## config.mk

```make
export PLATFORM = sky130hd
export DESIGN_NAME = kpd_debounce
export DESIGN_NICKNAME = d
export VERILOG_FILES = /design/src/design/kpd_pkg.sv /design/src/design/kpd_debounce.sv
export SDC_FILE = /design/constraint.sdc
export NUM_CORES = 1
export LEC_CHECK = 0
export BUFFER_PORTS_ARGS = -buffer_cell sky130_fd_sc_hd__buf_2
export CORE_MARGIN = 2
export CORE_UTILIZATION = 53
export CTS_BUF_LIST = sky130_fd_sc_hd__clkbuf_8
export CTS_CLUSTER_DIAMETER = 150
export DETAILED_ROUTE_END_ITERATION = 8
export PLACE_DENSITY_LB_ADDON = 0.2
export SETUP_SLACK_MARGIN = 0.5
export SLEW_MARGIN = 20
export SYNTH_ARGS = -nofsm -noshare
export SYNTH_HDL_FRONTEND = slang
export SYNTH_SLANG_ARGS = --single-unit
export TNS_END_PERCENT = 30
```

## constraint.sdc

```tcl
create_clock -name aclk -period 5.46 [get_ports aclk]
set_input_delay 0.819 -clock aclk [delete_from_list [all_inputs] [get_ports aclk]]
set_output_delay 0.819 -clock aclk [all_outputs]
set_load 0.02 [all_outputs]
```

## src/design/kpd_pkg.sv

```systemverilog
// package: register map, field layout, timing and bus carriers for the
// keypad debounce, hold and key mask block.
// assumes a 20 MHz aclk and an AXI4-Lite master with 12-bit byte addresses.
package kpd_pkg;

	localparam int unsigned CLK_HZ        = 20_000_000;
	localparam int unsigned CLK_PER_MS    = CLK_HZ / 1000;
	localparam int unsigned CLK_PER_US    = CLK_HZ / 1_000_000;

	// debounce interval per code, in ms
	localparam int unsigned DBN_MS [8]    = '{2, 10, 20, 50, 60, 80, 100, 120};
	// wait between scans for hold code zero, in us
	localparam int unsigned HOLD0_US      = 100;
	localparam int unsigned HOLD0_CYC     = HOLD0_US * CLK_PER_US;

	// register indexes; byte address is four times the index
	localparam logic [7:0]  IDX_KPD_CTRL  = 8'h41;
	localparam logic [7:0]  IDX_GPIO_DATA = 8'h4D;
	localparam logic [7:0]  IDX_PULLUP    = 8'h4E;
	localparam logic [7:0]  IDX_GPIO_CTRL = 8'h4F;
	localparam logic [7:0]  IDX_KEY_MASK  = 8'h50;
	localparam logic [7:0]  IDX_KEY_STATE = 8'h52;
	localparam logic [15:0] CMD_RD_FLAG   = 16'h8000;
	localparam logic [15:0] CMD_WR_KEY_MASK = 16'h0050;
	localparam logic [15:0] CMD_RD_KEY_MASK = 16'h8050;

	// keypad and GPIO control fields
	localparam int          KST_PRESS_BIT = 15;
	localparam int          KST_IDLE_BIT  = 14;
	localparam int          DBN_LSB       = 11;
	localparam int          HLD_LSB       = 8;
	localparam int          GP_LSB        = 8;

	// values after reset
	localparam logic [2:0]  DBN_RST       = 3'h0;
	localparam logic [2:0]  HLD_RST       = 3'h0;
	localparam logic [15:0] KEY_MASK_RST  = 16'h0000;
	localparam logic [15:0] GPIO_CTRL_RST = 16'h0000;
	localparam logic [7:0]  PULLUP_RST    = 8'h00;
	localparam logic [7:0]  GPIO_OUT_RST  = 8'h00;

	localparam logic [1:0]  RESP_OKAY     = 2'h0;
	localparam logic [1:0]  RESP_SLVERR   = 2'h2;

	typedef enum logic [2:0] {
		ST_IDLE     = 3'b001,
		ST_DEBOUNCE = 3'b010,
		ST_HOLD     = 3'b100
	} scan_e;

	typedef struct packed {
		logic        awvalid;
		logic [11:0] awaddr;
		logic        wvalid;
		logic [31:0] wdata;
		logic [3:0]  wstrb;
		logic        bready;
		logic        arvalid;
		logic [11:0] araddr;
		logic        rready;
	} axil_req_s;

	typedef struct packed {
		logic        awready;
		logic        wready;
		logic        bvalid;
		logic [1:0]  bresp;
		logic        arready;
		logic        rvalid;
		logic [31:0] rdata;
		logic [1:0]  rresp;
	} axil_rsp_s;

endpackage

```

## src/design/kpd_debounce.sv

```systemverilog
// top: keypad debounce and hold timing, per-key mask, pin reuse as GPIO,
// all settings reached over an AXI4-Lite slave.
// assumes key_raw is already a synchronous per-key pressed level.
// Behaviour
// - debounce code picks 2 to 120 ms interval
// - hold code zero waits 100 us between scans
// - hold code N waits N debounce intervals
// - mask register at write 0x0050, read 0x8050
// - mask bit 4*(col-1)+(row-1) covers one key
// - masked keys never change stored key state
// - rows and columns may serve as GPIO pins
// - control bits 13:11 debounce, 10:8 hold
//
// Chosen here: the AXI4-Lite slave port.
`timescale 1ns/1ps
module kpd_debounce #(
	parameter int unsigned CYC_PER_MS = kpd_pkg::CLK_PER_MS
) (
	input  wire logic              aclk,
	input  wire logic              aresetn,
	input  wire kpd_pkg::axil_req_s axil_req,
	output kpd_pkg::axil_rsp_s     axil_rsp,
	input  wire logic [15:0]       key_raw,
	input  wire logic [7:0]        pad_in,
	output logic      [7:0]        pad_out,
	output logic      [7:0]        pad_oe_n,
	output logic      [7:0]        pullup_en,
	output logic      [15:0]       key_state
);
	import kpd_pkg::*;

	if (CYC_PER_MS < 1 || CYC_PER_MS > 1_000_000) begin : g_chk
		$error("CYC_PER_MS out of range");
	end

	// row r (0..3) is pin r, column c (0..3) is pin 4+c
	function automatic logic [15:0] key_pin_en(input logic [7:0] gp);
		logic [15:0] en;
		en = 16'h0000;
		for (int k = 0; k < 16; k++) begin
			en[k] = ~gp[k % 4] & ~gp[4 + k / 4];
		end
		return en;
	endfunction

	function automatic logic [31:0] dbn_cyc(input logic [2:0] code);
		return 32'(DBN_MS[code] * CYC_PER_MS);
	endfunction

	function automatic logic [15:0] merge16(input logic [15:0] old,
		input logic [31:0] d, input logic [3:0] s);
		return {s[1] ? d[15:8] : old[15:8], s[0] ? d[7:0] : old[7:0]};
	endfunction

	function automatic logic addr_ok(input logic [11:0] a);
		return a[1:0] == 2'h0 && a[11:10] == 2'h0;
	endfunction

	axil_rsp_s    rsp_r, rsp_nxt;
	logic         aw_got_r, aw_got_nxt, w_got_r, w_got_nxt;
	logic [11:0]  aw_addr_r, aw_addr_nxt;
	logic [31:0]  wd_r, wd_nxt;
	logic [3:0]   ws_r, ws_nxt;
	logic [2:0]   dbn_r, dbn_nxt, hld_r, hld_nxt;
	logic [15:0]  mask_r, mask_nxt, gpio_ctrl_r, gpio_ctrl_nxt, ctrl_v;
	logic [7:0]   pullup_dis_r, pullup_dis_nxt, gpio_out_r, gpio_out_nxt;
	logic [7:0]   pad_out_r, pad_out_nxt, pad_oe_n_r, pad_oe_n_nxt;
	logic [7:0]   pullup_en_r, pullup_en_nxt;
	logic [15:0]  aw_cmd, ar_cmd;
	scan_e        state_r, state_nxt;
	logic [31:0]  cnt_r, cnt_nxt;
	logic [2:0]   rep_r, rep_nxt;
	logic [15:0]  key_state_r, key_state_nxt, raw_en, live;

	assign axil_rsp  = rsp_r;
	assign pad_out   = pad_out_r;
	assign pad_oe_n  = pad_oe_n_r;
	assign pullup_en = pullup_en_r;
	assign key_state = key_state_r;

	// address to command word: write is the index, read sets the top bit
	assign aw_cmd = {8'h00, aw_addr_r[9:2]};
	assign ar_cmd = CMD_RD_FLAG | {8'h00, axil_req.araddr[9:2]};
	assign ctrl_v = {|key_state_r, state_r == ST_IDLE, dbn_r, hld_r,
		8'h00};

	// bus slave and registers
	always_comb begin
		rsp_nxt        = rsp_r;
		aw_got_nxt     = aw_got_r;
		w_got_nxt      = w_got_r;
		aw_addr_nxt    = aw_addr_r;
		wd_nxt         = wd_r;
		ws_nxt         = ws_r;
		dbn_nxt        = dbn_r;
		hld_nxt        = hld_r;
		mask_nxt       = mask_r;
		gpio_ctrl_nxt  = gpio_ctrl_r;
		pullup_dis_nxt = pullup_dis_r;
		gpio_out_nxt   = gpio_out_r;
		if (rsp_r.awready && axil_req.awvalid) begin
			aw_got_nxt  = 1'b1;
			aw_addr_nxt = axil_req.awaddr;
		end
		if (rsp_r.wready && axil_req.wvalid) begin
			w_got_nxt = 1'b1;
			wd_nxt    = axil_req.wdata;
			ws_nxt    = axil_req.wstrb;
		end
		if (rsp_r.bvalid && axil_req.bready) begin
			rsp_nxt.bvalid = 1'b0;
		end
		// write only once address and data are both held
		if (aw_got_r && w_got_r && !rsp_r.bvalid) begin
			aw_got_nxt     = 1'b0;
			w_got_nxt      = 1'b0;
			rsp_nxt.bvalid = 1'b1;
			rsp_nxt.bresp  = RESP_OKAY;
			if (!addr_ok(aw_addr_r)) begin
				rsp_nxt.bresp = RESP_SLVERR;
			end else if (aw_cmd == CMD_WR_KEY_MASK) begin
				mask_nxt = merge16(mask_r, wd_r, ws_r);
			end else if (aw_cmd == {8'h00, IDX_KPD_CTRL}) begin
				if (ws_r[1]) begin
					dbn_nxt = wd_r[DBN_LSB +: 3];
					hld_nxt = wd_r[HLD_LSB +: 3];
				end
			end else if (aw_cmd == {8'h00, IDX_GPIO_CTRL}) begin
				gpio_ctrl_nxt = merge16(gpio_ctrl_r, wd_r, ws_r);
			end else if (aw_cmd == {8'h00, IDX_PULLUP}) begin
				if (ws_r[0]) pullup_dis_nxt = wd_r[7:0];
			end else if (aw_cmd == {8'h00, IDX_GPIO_DATA}) begin
				if (ws_r[0]) gpio_out_nxt = wd_r[7:0];
			end else if (aw_cmd != {8'h00, IDX_KEY_STATE}) begin
				rsp_nxt.bresp = RESP_SLVERR;
			end
		end
		if (rsp_r.rvalid && axil_req.rready) begin
			rsp_nxt.rvalid = 1'b0;
		end
		if (rsp_r.arready && axil_req.arvalid) begin
			rsp_nxt.rvalid = 1'b1;
			rsp_nxt.rresp  = RESP_OKAY;
			rsp_nxt.rdata  = 32'h0000_0000;
			if (!addr_ok(axil_req.araddr)) begin
				rsp_nxt.rresp = RESP_SLVERR;
			end else if (ar_cmd == CMD_RD_KEY_MASK) begin
				rsp_nxt.rdata = {16'h0000, mask_r};
			end else if (ar_cmd == (CMD_RD_FLAG | {8'h00, IDX_KPD_CTRL})) begin
				rsp_nxt.rdata = {16'h0000, ctrl_v};
			end else if (ar_cmd == (CMD_RD_FLAG | {8'h00, IDX_GPIO_CTRL})) begin
				rsp_nxt.rdata = {16'h0000, gpio_ctrl_r};
			end else if (ar_cmd == (CMD_RD_FLAG | {8'h00, IDX_PULLUP})) begin
				rsp_nxt.rdata = {24'h00_0000, pullup_dis_r};
			end else if (ar_cmd == (CMD_RD_FLAG | {8'h00, IDX_GPIO_DATA})) begin
				rsp_nxt.rdata = {16'h0000, pad_in, gpio_out_r};
			end else if (ar_cmd == (CMD_RD_FLAG | {8'h00, IDX_KEY_STATE})) begin
				rsp_nxt.rdata = {16'h0000, key_state_r};
			end else begin
				rsp_nxt.rresp = RESP_SLVERR;
			end
		end
		// one write and one read in flight at most
		rsp_nxt.awready = !aw_got_nxt && !rsp_nxt.bvalid;
		rsp_nxt.wready  = !w_got_nxt && !rsp_nxt.bvalid;
		rsp_nxt.arready = !rsp_nxt.rvalid;
		// a pin drives only when set as GPIO and as output
		pad_oe_n_nxt  = ~(gpio_ctrl_nxt[GP_LSB +: 8] & gpio_ctrl_nxt[7:0]);
		pad_out_nxt   = gpio_out_nxt;
		pullup_en_nxt = ~pullup_dis_nxt;
	end

	always_ff @(posedge aclk) begin
		if (!aresetn) begin
			rsp_r        <= '0;
			aw_got_r     <= 1'b0;
			w_got_r      <= 1'b0;
			aw_addr_r    <= 12'h000;
			wd_r         <= 32'h0000_0000;
			ws_r         <= 4'h0;
			dbn_r        <= DBN_RST;
			hld_r        <= HLD_RST;
			mask_r       <= KEY_MASK_RST;
			gpio_ctrl_r  <= GPIO_CTRL_RST;
			pullup_dis_r <= PULLUP_RST;
			gpio_out_r   <= GPIO_OUT_RST;
			pad_out_r    <= GPIO_OUT_RST;
			pad_oe_n_r   <= 8'hFF;
			pullup_en_r  <= ~PULLUP_RST;
		end else begin
			rsp_r        <= rsp_nxt;
			aw_got_r     <= aw_got_nxt;
			w_got_r      <= w_got_nxt;
			aw_addr_r    <= aw_addr_nxt;
			wd_r         <= wd_nxt;
			ws_r         <= ws_nxt;
			dbn_r        <= dbn_nxt;
			hld_r        <= hld_nxt;
			mask_r       <= mask_nxt;
			gpio_ctrl_r  <= gpio_ctrl_nxt;
			pullup_dis_r <= pullup_dis_nxt;
			gpio_out_r   <= gpio_out_nxt;
			pad_out_r    <= pad_out_nxt;
			pad_oe_n_r   <= pad_oe_n_nxt;
			pullup_en_r  <= pullup_en_nxt;
		end
	end

	// keys whose row or column pin is GPIO cannot be seen
	assign raw_en = key_raw & key_pin_en(gpio_ctrl_r[GP_LSB +: 8]);
	assign live   = raw_en & ~mask_r;

	// debounce and hold scan
	always_comb begin
		state_nxt     = state_r;
		cnt_nxt       = cnt_r;
		rep_nxt       = rep_r;
		key_state_nxt = key_state_r;
		unique case (state_r)
			ST_IDLE: begin
				if (|live) begin
					state_nxt = ST_DEBOUNCE;
					cnt_nxt   = dbn_cyc(dbn_r) - 32'd1;
				end
			end
			ST_DEBOUNCE: begin
				if (cnt_r != 32'd0) begin
					cnt_nxt = cnt_r - 32'd1;
				end else begin
					// masked bits keep their old value
					key_state_nxt = (key_state_r & mask_r) | live;
					if (|live) begin
						state_nxt = ST_HOLD;
						if (hld_r == 3'h0) begin
							cnt_nxt = 32'(HOLD0_CYC) - 32'd1;
							rep_nxt = 3'h0;
						end else begin
							cnt_nxt = dbn_cyc(dbn_r) - 32'd1;
							rep_nxt = hld_r - 3'd1;
						end
					end else begin
						state_nxt = ST_IDLE;
					end
				end
			end
			ST_HOLD: begin
				if (cnt_r != 32'd0) begin
					cnt_nxt = cnt_r - 32'd1;
				end else if (rep_r != 3'h0) begin
					rep_nxt = rep_r - 3'd1;
					cnt_nxt = dbn_cyc(dbn_r) - 32'd1;
				end else begin
					state_nxt = ST_DEBOUNCE;
					cnt_nxt   = dbn_cyc(dbn_r) - 32'd1;
				end
			end
			default: begin
				state_nxt = ST_IDLE;
			end
		endcase
	end

	always_ff @(posedge aclk) begin
		if (!aresetn) begin
			state_r     <= ST_IDLE;
			cnt_r       <= 32'd0;
			rep_r       <= 3'h0;
			key_state_r <= 16'h0000;
		end else begin
			state_r     <= state_nxt;
			cnt_r       <= cnt_nxt;
			rep_r       <= rep_nxt;
			key_state_r <= key_state_nxt;
		end
	end

	a_dbn_interval_load: assert property (@(posedge aclk)
		disable iff (!aresetn)
		state_r == ST_DEBOUNCE && $past(state_r) != ST_DEBOUNCE
		|-> cnt_r == dbn_cyc($past(dbn_r)) - 32'd1)
		else $error("debounce interval load wrong");

	a_hold_zero_wait: assert property (@(posedge aclk)
		disable iff (!aresetn)
		state_r == ST_HOLD && $past(state_r) == ST_DEBOUNCE
		&& $past(hld_r) == 3'h0
		|-> cnt_r == 32'(HOLD0_CYC) - 32'd1 && rep_r == 3'h0)
		else $error("hold code zero wait wrong");

	a_hold_n_wait: assert property (@(posedge aclk)
		disable iff (!aresetn)
		state_r == ST_HOLD && $past(state_r) == ST_DEBOUNCE
		&& $past(hld_r) != 3'h0
		|-> rep_r == $past(hld_r) - 3'd1
		&& cnt_r == dbn_cyc($past(dbn_r)) - 32'd1)
		else $error("hold interval count wrong");

	a_mask_write_cmd: assert property (@(posedge aclk)
		disable iff (!aresetn)
		$rose(rsp_r.bvalid) && $past(aw_cmd) == CMD_WR_KEY_MASK
		&& $past(addr_ok(aw_addr_r)) && $past(ws_r) == 4'hF
		|-> mask_r == $past(wd_r[15:0]) && rsp_r.bresp == RESP_OKAY)
		else $error("mask write not applied");

	a_mask_read_cmd: assert property (@(posedge aclk)
		disable iff (!aresetn)
		rsp_r.arready && axil_req.arvalid && ar_cmd == CMD_RD_KEY_MASK
		&& addr_ok(axil_req.araddr)
		|=> rsp_r.rvalid && rsp_r.rdata == {16'h0000, $past(mask_r)})
		else $error("mask read data wrong");

	a_masked_key_frozen: assert property (@(posedge aclk)
		disable iff (!aresetn)
		((key_state_r ^ $past(key_state_r)) & $past(mask_r)) == 16'h0000)
		else $error("masked key changed state");

	a_key_update: assert property (@(posedge aclk)
		disable iff (!aresetn)
		state_r == ST_DEBOUNCE && cnt_r == 32'd0
		|=> key_state_r == (($past(key_state_r) & $past(mask_r))
		| ($past(raw_en) & ~$past(mask_r))))
		else $error("key state update wrong");

	a_gpio_drive: assert property (@(posedge aclk)
		disable iff (!aresetn)
		pad_oe_n == ~(gpio_ctrl_r[GP_LSB +: 8] & gpio_ctrl_r[7:0])
		&& pad_out == gpio_out_r && pullup_en == ~pullup_dis_r)
		else $error("gpio pin control wrong");

	a_ctrl_read: assert property (@(posedge aclk)
		disable iff (!aresetn)
		rsp_r.arready && axil_req.arvalid && addr_ok(axil_req.araddr)
		&& ar_cmd == (CMD_RD_FLAG | {8'h00, IDX_KPD_CTRL})
		|=> rsp_r.rdata[13:8] == {$past(dbn_r), $past(hld_r)}
		&& rsp_r.rdata[7:0] == 8'h00)
		else $error("control read fields wrong");

endmodule // kpd_debounce

```

==> impl_metrics.json, run 1 <==
{
  "slew_headroom_pct": 27.38,
  "fmax_mhz": 210.0,
  "wl_per_cell_um": 17.54,
  "setup_viol": 0,
  "cts.htree.levels": 4,
  "ys.flop_type": "dfxtp_1",
  "powerDensity_nw_per_um2": 251.6,
  "die_w_um": 141.4,
  "min_period_ps": 4763,
  "yosys-top-cells-area": "dfxtp_1, mux2i_1, nor2_1",
  "vias": 9410,
  "grt_pass1_wl_um": 43470,
  "totalWireLength_um": 27420,
  "maxCapViolCount": 0,
  "crit_start": "dbn_r[1]",
  "async_reset_ff_share_pct": 0,
  "route.detailed.drc": 2,
  "yosysMostFrequentCell": "dfxtp_1",
  "synthSimpleGateAreaFrac_pct": 24.65,
  "timing.reg2reg.setup_slack_ps": 700,
  "yosysSeqAreaShare_pct": 35.81,
  "yosys.area.top_type": "dfxtp_1",
  "synthXorXnorAreaFrac_pct": 2.238,
  "tightest_slew_ps": 1089,
  "drv_slew": 0,
  "hold_path.class": "reg -> reg",
  "path_max_fanout": 9,
  "insertion_delay_ps": 480,
  "cts.sinks": 179,
  "grt.total_usage_pct": 26.91,
  "worst_ep_arrival_time_ps": 5160,
  "syn_avg_cell_area_sq_um": 8.256,
  "io_buffers": 135,
  "synth_area_sq_um": 10010,
  "synth_fa_ha_area_share_pct": 6.678,
  "synth_edf_count": 0,
  "syn_to_final_growth_pct": 13.14,
  "dr.first_iter.drc_count": 894,
  "synthTopCellsByCount": "dfxtp_1, nor2_1, nand2_1",
  "n_antenna_cell": 0,
  "gp_congestion": 0.8693,
  "row_count": 50,
  "synth_top_cell_area_share_pct": 35.81,
  "rr_worst_depth": 18,
  "grt.overflow.total": 0,
  "clock-skew-final_ps": 18.78,
  "holdPathEnd": "axil_rsp[40]",
  "die_area_sq_um": 19990,
  "final.fill_count": 1745,
  "cts_buffer_depth": 2,
  "fp.dieH_um": 141.4,
  "finalNetCount": 1458,
  "rr_endpoint": "cnt_r[29]",
  "r2r-start": "dbn_r[1]",
  "outcome": "finished, violations left",
  "cp_data_required_time_ps": 5850,
  "num_io_pins": 172,
  "ys_ff_latch": 179,
  "cp-end-kind": "register",
  "cts_buffers": 17,
  "hold_viol": 0,
  "holdPathStages": 1,
  "synthMuxAreaShare_pct": 6.803,
  "power_leakage_nw": 4.610,
  "start_kind": "register",
  "final_core_util_pct": 60.72,
  "antenna_found_initial": 0,
  "synth_compound_area_share_pct": 18.28,
  "ir_worst_vdd_uv": 169.7,
  "grt_pass1_vias": 8362,
  "antenna_left": 0,
  "ys_warn_count": 0,
  "ys_types": 81,
  "post-route-period-util_pct": 87.24,
  "root_buffer": "clkbuf_8",
  "final_layout_size_suffix_gt1_share_pct": 17.46,
  "initial_core_util_pct": 53.67,
  "dp_hpwl_um": 19750,
  "clk_pin_slew_ps": 120,
  "rsz0062_at_grt": "yes",
  "worstHoldStart": "aw_got_r",
  "syn-instance-count": 1212,
  "cts_tree": "yes",
  "viasPerCell": 6.020,
  "path_class": "reg -> reg",
  "dr.pass1.iters": 9,
  "violations": "design-rule violations",
  "synth_top_family_by_area": "simple AND/OR/NAND/NOR gates",
  "grt_max_degree": 60,
  "hold_buffers": 0,
  "final.setup.tns_ps": 0,
  "core-area_sq_um": 18640
}
-- report_power, final --
| group | internal, mW | leakage (nW) | total [mW] | switching [mW] |
|---|---|---|---|---|
| Clock | 0.372 | 0.221 | 0.988 | 0.616 |
| Combinational | 0.155 | 2.94 | 0.450 | 0.296 |
| Sequential | 1.36 | 1.45 | 1.41 | 0.0547 |
| Total | 1.88 | 4.61 | 2.85 | 0.967 |
-- worst max-delay path by stage --
stage,to,slack [ps]
5_1_grt,cnt_r[23],450
4_1_cts,cnt_r[29],490
3_5_place_dp,cnt_r[29],350
6_report,cnt_r[29],700
3_3_place_gp,cnt_r[29],370
2_1_floorplan,cnt_r[23],540
-- worst max-delay path, cell delays in order (launching register included) --
cell	delay, ps
dfxtp_2	380
inv_1	70
ha_2	190
nand2b_2	210
inv_1	80
fa_1	420
ha_1	230
fa_1	460
ha_1	210
ha_1	320
ha_4	290
a21o_1	190
or4_1	410
nor3_2	190
a211oi_2	90
nor4_4	360
buf_4	180
nand4_1	190
a31oi_1	220
-- state kept, by name (all words and copies together), names as in the netlist, 8 cells and up, named ones only --
name / cells
mask_r: 16
pullup_dis_r: 8
gpio_ctrl_r: 16
wd_r: 16
pullup_en: 8
aw_addr_r: 12
pad_oe_n: 8
axil_rsp: 23
cnt_r: 32
pad_out: 8
-- logic make-up (layout without fill, tap and decap cells) --
kind of cell | after synthesis | after routing
buffers and inverters | 123 | 223
adder cells (fa/ha/maj) | 51 | 51
other | 1 | 18
XOR/XNOR | 24 | 24
flip-flops | 179 | 179
AO/OA/AOI/OAI | 284 | 284
AND/OR/NAND/NOR | 482 | 482
multiplexers | 68 | 68
-- stage by stage --
step | setup slack [ps] | cell area (sq um) | power, mW | hold slack (ps) | cells
6_report | 697.0 | 11320 | 2.849 | 450.4 | 1563
5_1_grt | 447.2 | 11320 | 2.968 | 461.1 | 1563
4_1_cts | 490.2 | 11230 | 2.854 | 449.1 | 1561
3_5_place_dp | 352.9 | 10750 | 1.882 | 442.7 | 1527
3_3_place_gp | 371.6 | 10750 | 1.875 | 441.7 | 1527
2_1_floorplan | 544.5 | 10080 | 1.767 | 422.1 | 1229
-- placed cells by master (no fill, tap or decap), drive strengths merged, types with 5 or more instances in the layout --
| cell | netlist | final |
|---|---|---|
| o211ai | 6 | 6 |
| a21o | 5 | 5 |
| or4 | 7 | 7 |
| dfxtp | 179 | 179 |
| nand2b | 14 | 14 |
| clkinv | 0 | 9 |
| buf | 30 | 153 |
| xnor2 | 15 | 15 |
| a2111oi | 6 | 6 |
| conb | 1 | 18 |
| nor2 | 160 | 160 |
| o21a | 5 | 5 |
| inv | 38 | 44 |
| or2 | 6 | 6 |
| a221o | 7 | 7 |
| and2 | 9 | 9 |
| o21ai | 74 | 74 |
| a211oi | 10 | 10 |
| nor4 | 16 | 16 |
| and3 | 11 | 11 |
| nand3b | 9 | 9 |
| a21oi | 91 | 91 |
| nor4b | 16 | 16 |
| nor3b | 8 | 8 |
| nand2 | 113 | 113 |
| nor3 | 25 | 25 |
| or3 | 19 | 19 |
| a31oi | 10 | 10 |
| a222oi | 8 | 8 |
| xor2 | 8 | 8 |
| ha | 47 | 47 |
| nand3 | 40 | 40 |
| nand4 | 11 | 11 |
| mux2i | 68 | 68 |
| a22oi | 24 | 24 |
| clkbuf | 55 | 17 |
-- cell type report --
class	count	area (sq um)	share of cell area (%)
multi-input cells	927	6028	53.25
clock inverters	15	220.2	1.945
inverters	38	145.1	1.282
flip-flops and latches	179	3590	31.71
repair buffers	153	810.8	7.162
clock buffers	17	234.0	2.067
well taps	234	292.8	2.586
-- metal layers --
metal | wire [um] | global-route usage [%] | vias to the layer above
met5 | 0 | 0 | -
met4 | 481 | 7.579 | 0
met3 | 2353 | 5.265 | 42
met2 | 11840 | 40.29 | 398
met1 | 12750 | 39.44 | 4424
li1 | - | - | 4546
-- what timing repair did --
action                                  4_1_cts  5_1_grt
setup buffers                                 2        2
endpoints found under the setup margin        7       13
pin swaps                                     4        8
gates resized for setup                       4       18
Note: power is estimated with default switching activity, not from simulation.
==> run 2: changes to the inputs <==
--- a/config.mk
+++ b/config.mk
@@ -11,7 +11,8 @@
 export CTS_BUF_LIST = sky130_fd_sc_hd__clkbuf_8
 export CTS_CLUSTER_DIAMETER = 150
 export DETAILED_ROUTE_END_ITERATION = 8
-export PLACE_DENSITY_LB_ADDON = 0.2
+export PLACE_DENSITY = 0.79
+export REMOVE_ABC_BUFFERS = 1
 export SETUP_SLACK_MARGIN = 0.5
 export SLEW_MARGIN = 20
 export SYNTH_ARGS = -nofsm -noshare
==> run 2 against run 1 <==
Against the previous run: the flow now finishes without violations; first-iteration DRC count increased by 9.4%; via count increased by 0.45%; design area increased by 0.36%; clock-buffer cell count unchanged; clock skew increased by 10 ps; die area unchanged; critical path type unchanged.
==> impl_metrics.json, run 2 (synthesized netlist as in run 1, its figures left out) <==
{
  "worst_ep_arrival_time_ps": 5220,
  "dp_hpwl_um": 19530,
  "largest_reg_flops": 32,
  "cts_buffers": 17,
  "rr_worst_depth": 17,
  "power.share.clock_pct": 34.7,
  "cts_buffer_depth": 2,
  "outcome": "complete, no violations",
  "p_sw_mw": 0.9788,
  "drt-met1-wl_um": 12300,
  "path_class": "reg -> reg",
  "path_cells": "inv_2 > ha_1 > o21ai_2 > fa_1 > ha_1 > fa_1 > ha_1 > ha_1 > ha_2 > a211oi_2 > nor2_1 > a211o_1 > or3_1 > a31oi_4 > nand4_1 > buf_4 > a221oi_1",
  "insertion_delay_ps": 490,
  "power.share.sequential_pct": 49.3,
  "start_kind": "register",
  "final_cell_mix": "dfxtp_1, nor2_1, buf_2, nand2_1, a21oi_1",
  "netSwitchingFraction_pct": 34.22,
  "cts_tree": "yes",
  "cts.htree.levels": 4,
  "grt_pass1_wl_um": 43820,
  "syn_to_final_growth_pct": 13.55,
  "die_w_um": 141.4,
  "post-route-period-util_pct": 88.24,
  "gp_congestion": 0.9157,
  "rsz0062_at_grt": "yes",
  "row_count": 50,
  "dr.first_iter.drc_count": 978,
  "met2WireLength_um": 12840,
  "top_register": "cnt_r",
  "totalWireLength_um": 27660,
  "hold_buffers": 0,
  "wl_per_cell_um": 17.66,
  "top_layer_used": "met4",
  "final.setup.tns_ps": 0,
  "n_antenna_cell": 0,
  "holdPathStages": 2,
  "slowest_delay_ps": 460,
  "fp.dieH_um": 141.4,
  "final_layout_size_suffix_gt1_share_pct": 17.57,
  "path_max_fanout": 8,
  "ir_worst_vdd_uv": 161.0,
  "cts.sinks": 179,
  "finalHoldWorstSlack_ps": 462.3,
  "slew_headroom_pct": 29.87,
  "core-area_sq_um": 18640,
  "comb_power_share_pct": 16.0,
  "powerDensity_nw_per_um2": 251.7,
  "antenna_found_initial": 0,
  "viasPerCell": 6.036,
  "cp-end-kind": "register",
  "hold_viol": 0,
  "die_area_sq_um": 19990,
  "layout.cells.most_common": "dfxtp_1",
  "finalNetCount": 1461,
  "grt.total_usage_pct": 26.94,
  "grt_max_degree": 120,
  "internal-power_mw": 1.881,
  "critPathSlowestCell": "fa_1",
  "antenna_left": 0,
  "num_io_pins": 172,
  "hold_path.class": "reg -> reg",
  "initial_core_util_pct": 53.67,
  "met3_length_um": 2078,
  "cpMostUsedCell": "ha_1",
  "drv_slew": 0,
  "power_leakage_nw": 4.645,
  "min_period_ps": 4818,
  "maxCapViolCount": 0,
  "fmax_mhz": 207.6,
  "dr.pass1.iters": 6,
  "root_buffer": "clkbuf_8",
  "route.detailed.drc": 0,
  "grt.overflow.total": 0,
  "vias": 9452,
  "tightest_slew_ps": 1049,
  "clk_pin_slew_ps": 120,
  "cp_data_required_time_ps": 5860,
  "grt_pass1_vias": 8664,
  "io_buffers": 135,
  "clock-skew-final_ps": 28.74,
  "setup_viol": 0
}
run 2: cell count changes in the layout (fill, tap and decap cells not counted), sizes merged:
cell	change
buf	+3
inv	+1
clkinv	-1
run 2: timing repair:
action,in CTS,in global routing
pin swaps,4,5
setup buffers,1,6
setup endpoints to repair,10,13
endpoints found under the hold margin,0,0
resized for setup,5,20
run 2: path summary, 6_finish.rpt:
check	from	slack, ps	end
worst max register to register	dbn_r[0]	640	cnt_r[23]
worst max-delay path	dbn_r[0]	640	cnt_r[23]
worst min-delay path	aw_addr_r[1]	460	aw_addr_r[1]
worst min register to register	aw_addr_r[1]	460	aw_addr_r[1]
run 2: metal layers:
layer	GRT usage, %	vias to the layer above
met4	7.947	0
met3	5.366	38
li1	-	4550
met1	37.67	4473
met2	42.31	391
met5	0	-
run 2: final cells by class:
cell class / instances / area (sq um)
Clock buffer: 17 / 234.0
Sequential cell: 179 / 3585
Inverter: 38 / 145.1
Multi-Input combinational cell: 927 / 6043
Fill cell: 1644 / 7281
Timing Repair Buffer: 156 / 845.8
Clock inverter: 15 / 216.5
Tap cell: 234 / 292.8
run 2: stage by stage:
step	util [%]	worst slack (ps)	std cells	total power, mW	instance area (sq um)
2_1_floorplan	-	289.0	1144	1.734	9662
3_3_place_gp	57.66	274.3	1527	1.870	10750
3_5_place_dp	57.66	116.2	1527	1.882	10750
4_1_cts	60.24	492.1	1560	2.847	11230
5_1_grt	60.95	393.3	1566	2.957	11360
6_report	60.95	642.3	1566	2.860	11360
run 2: critical path, delay by kind of cell, from the launching register on:
| family | cells | cell delay, ps |
|---|---|---|
| AO/OA/AOI/OAI | 5 | 1250 |
| AND/OR/NAND/NOR | 3 | 560 |
| flip-flops | 1 | 360 |
| buffers and inverters | 2 | 250 |
| adder cells (fa/ha/maj) | 7 | 2330 |
run 2: power by group through the flow:
stage          registers, mW  logic [mW]  clock network (mW)
6_report                1.41       0.457               0.992
3_3_place_gp            1.44       0.435                   0
4_1_cts                 1.41       0.447               0.991
5_1_grt                 1.42       0.503                1.04
3_5_place_dp            1.44       0.444                   0
2_1_floorplan           1.43       0.304                   0
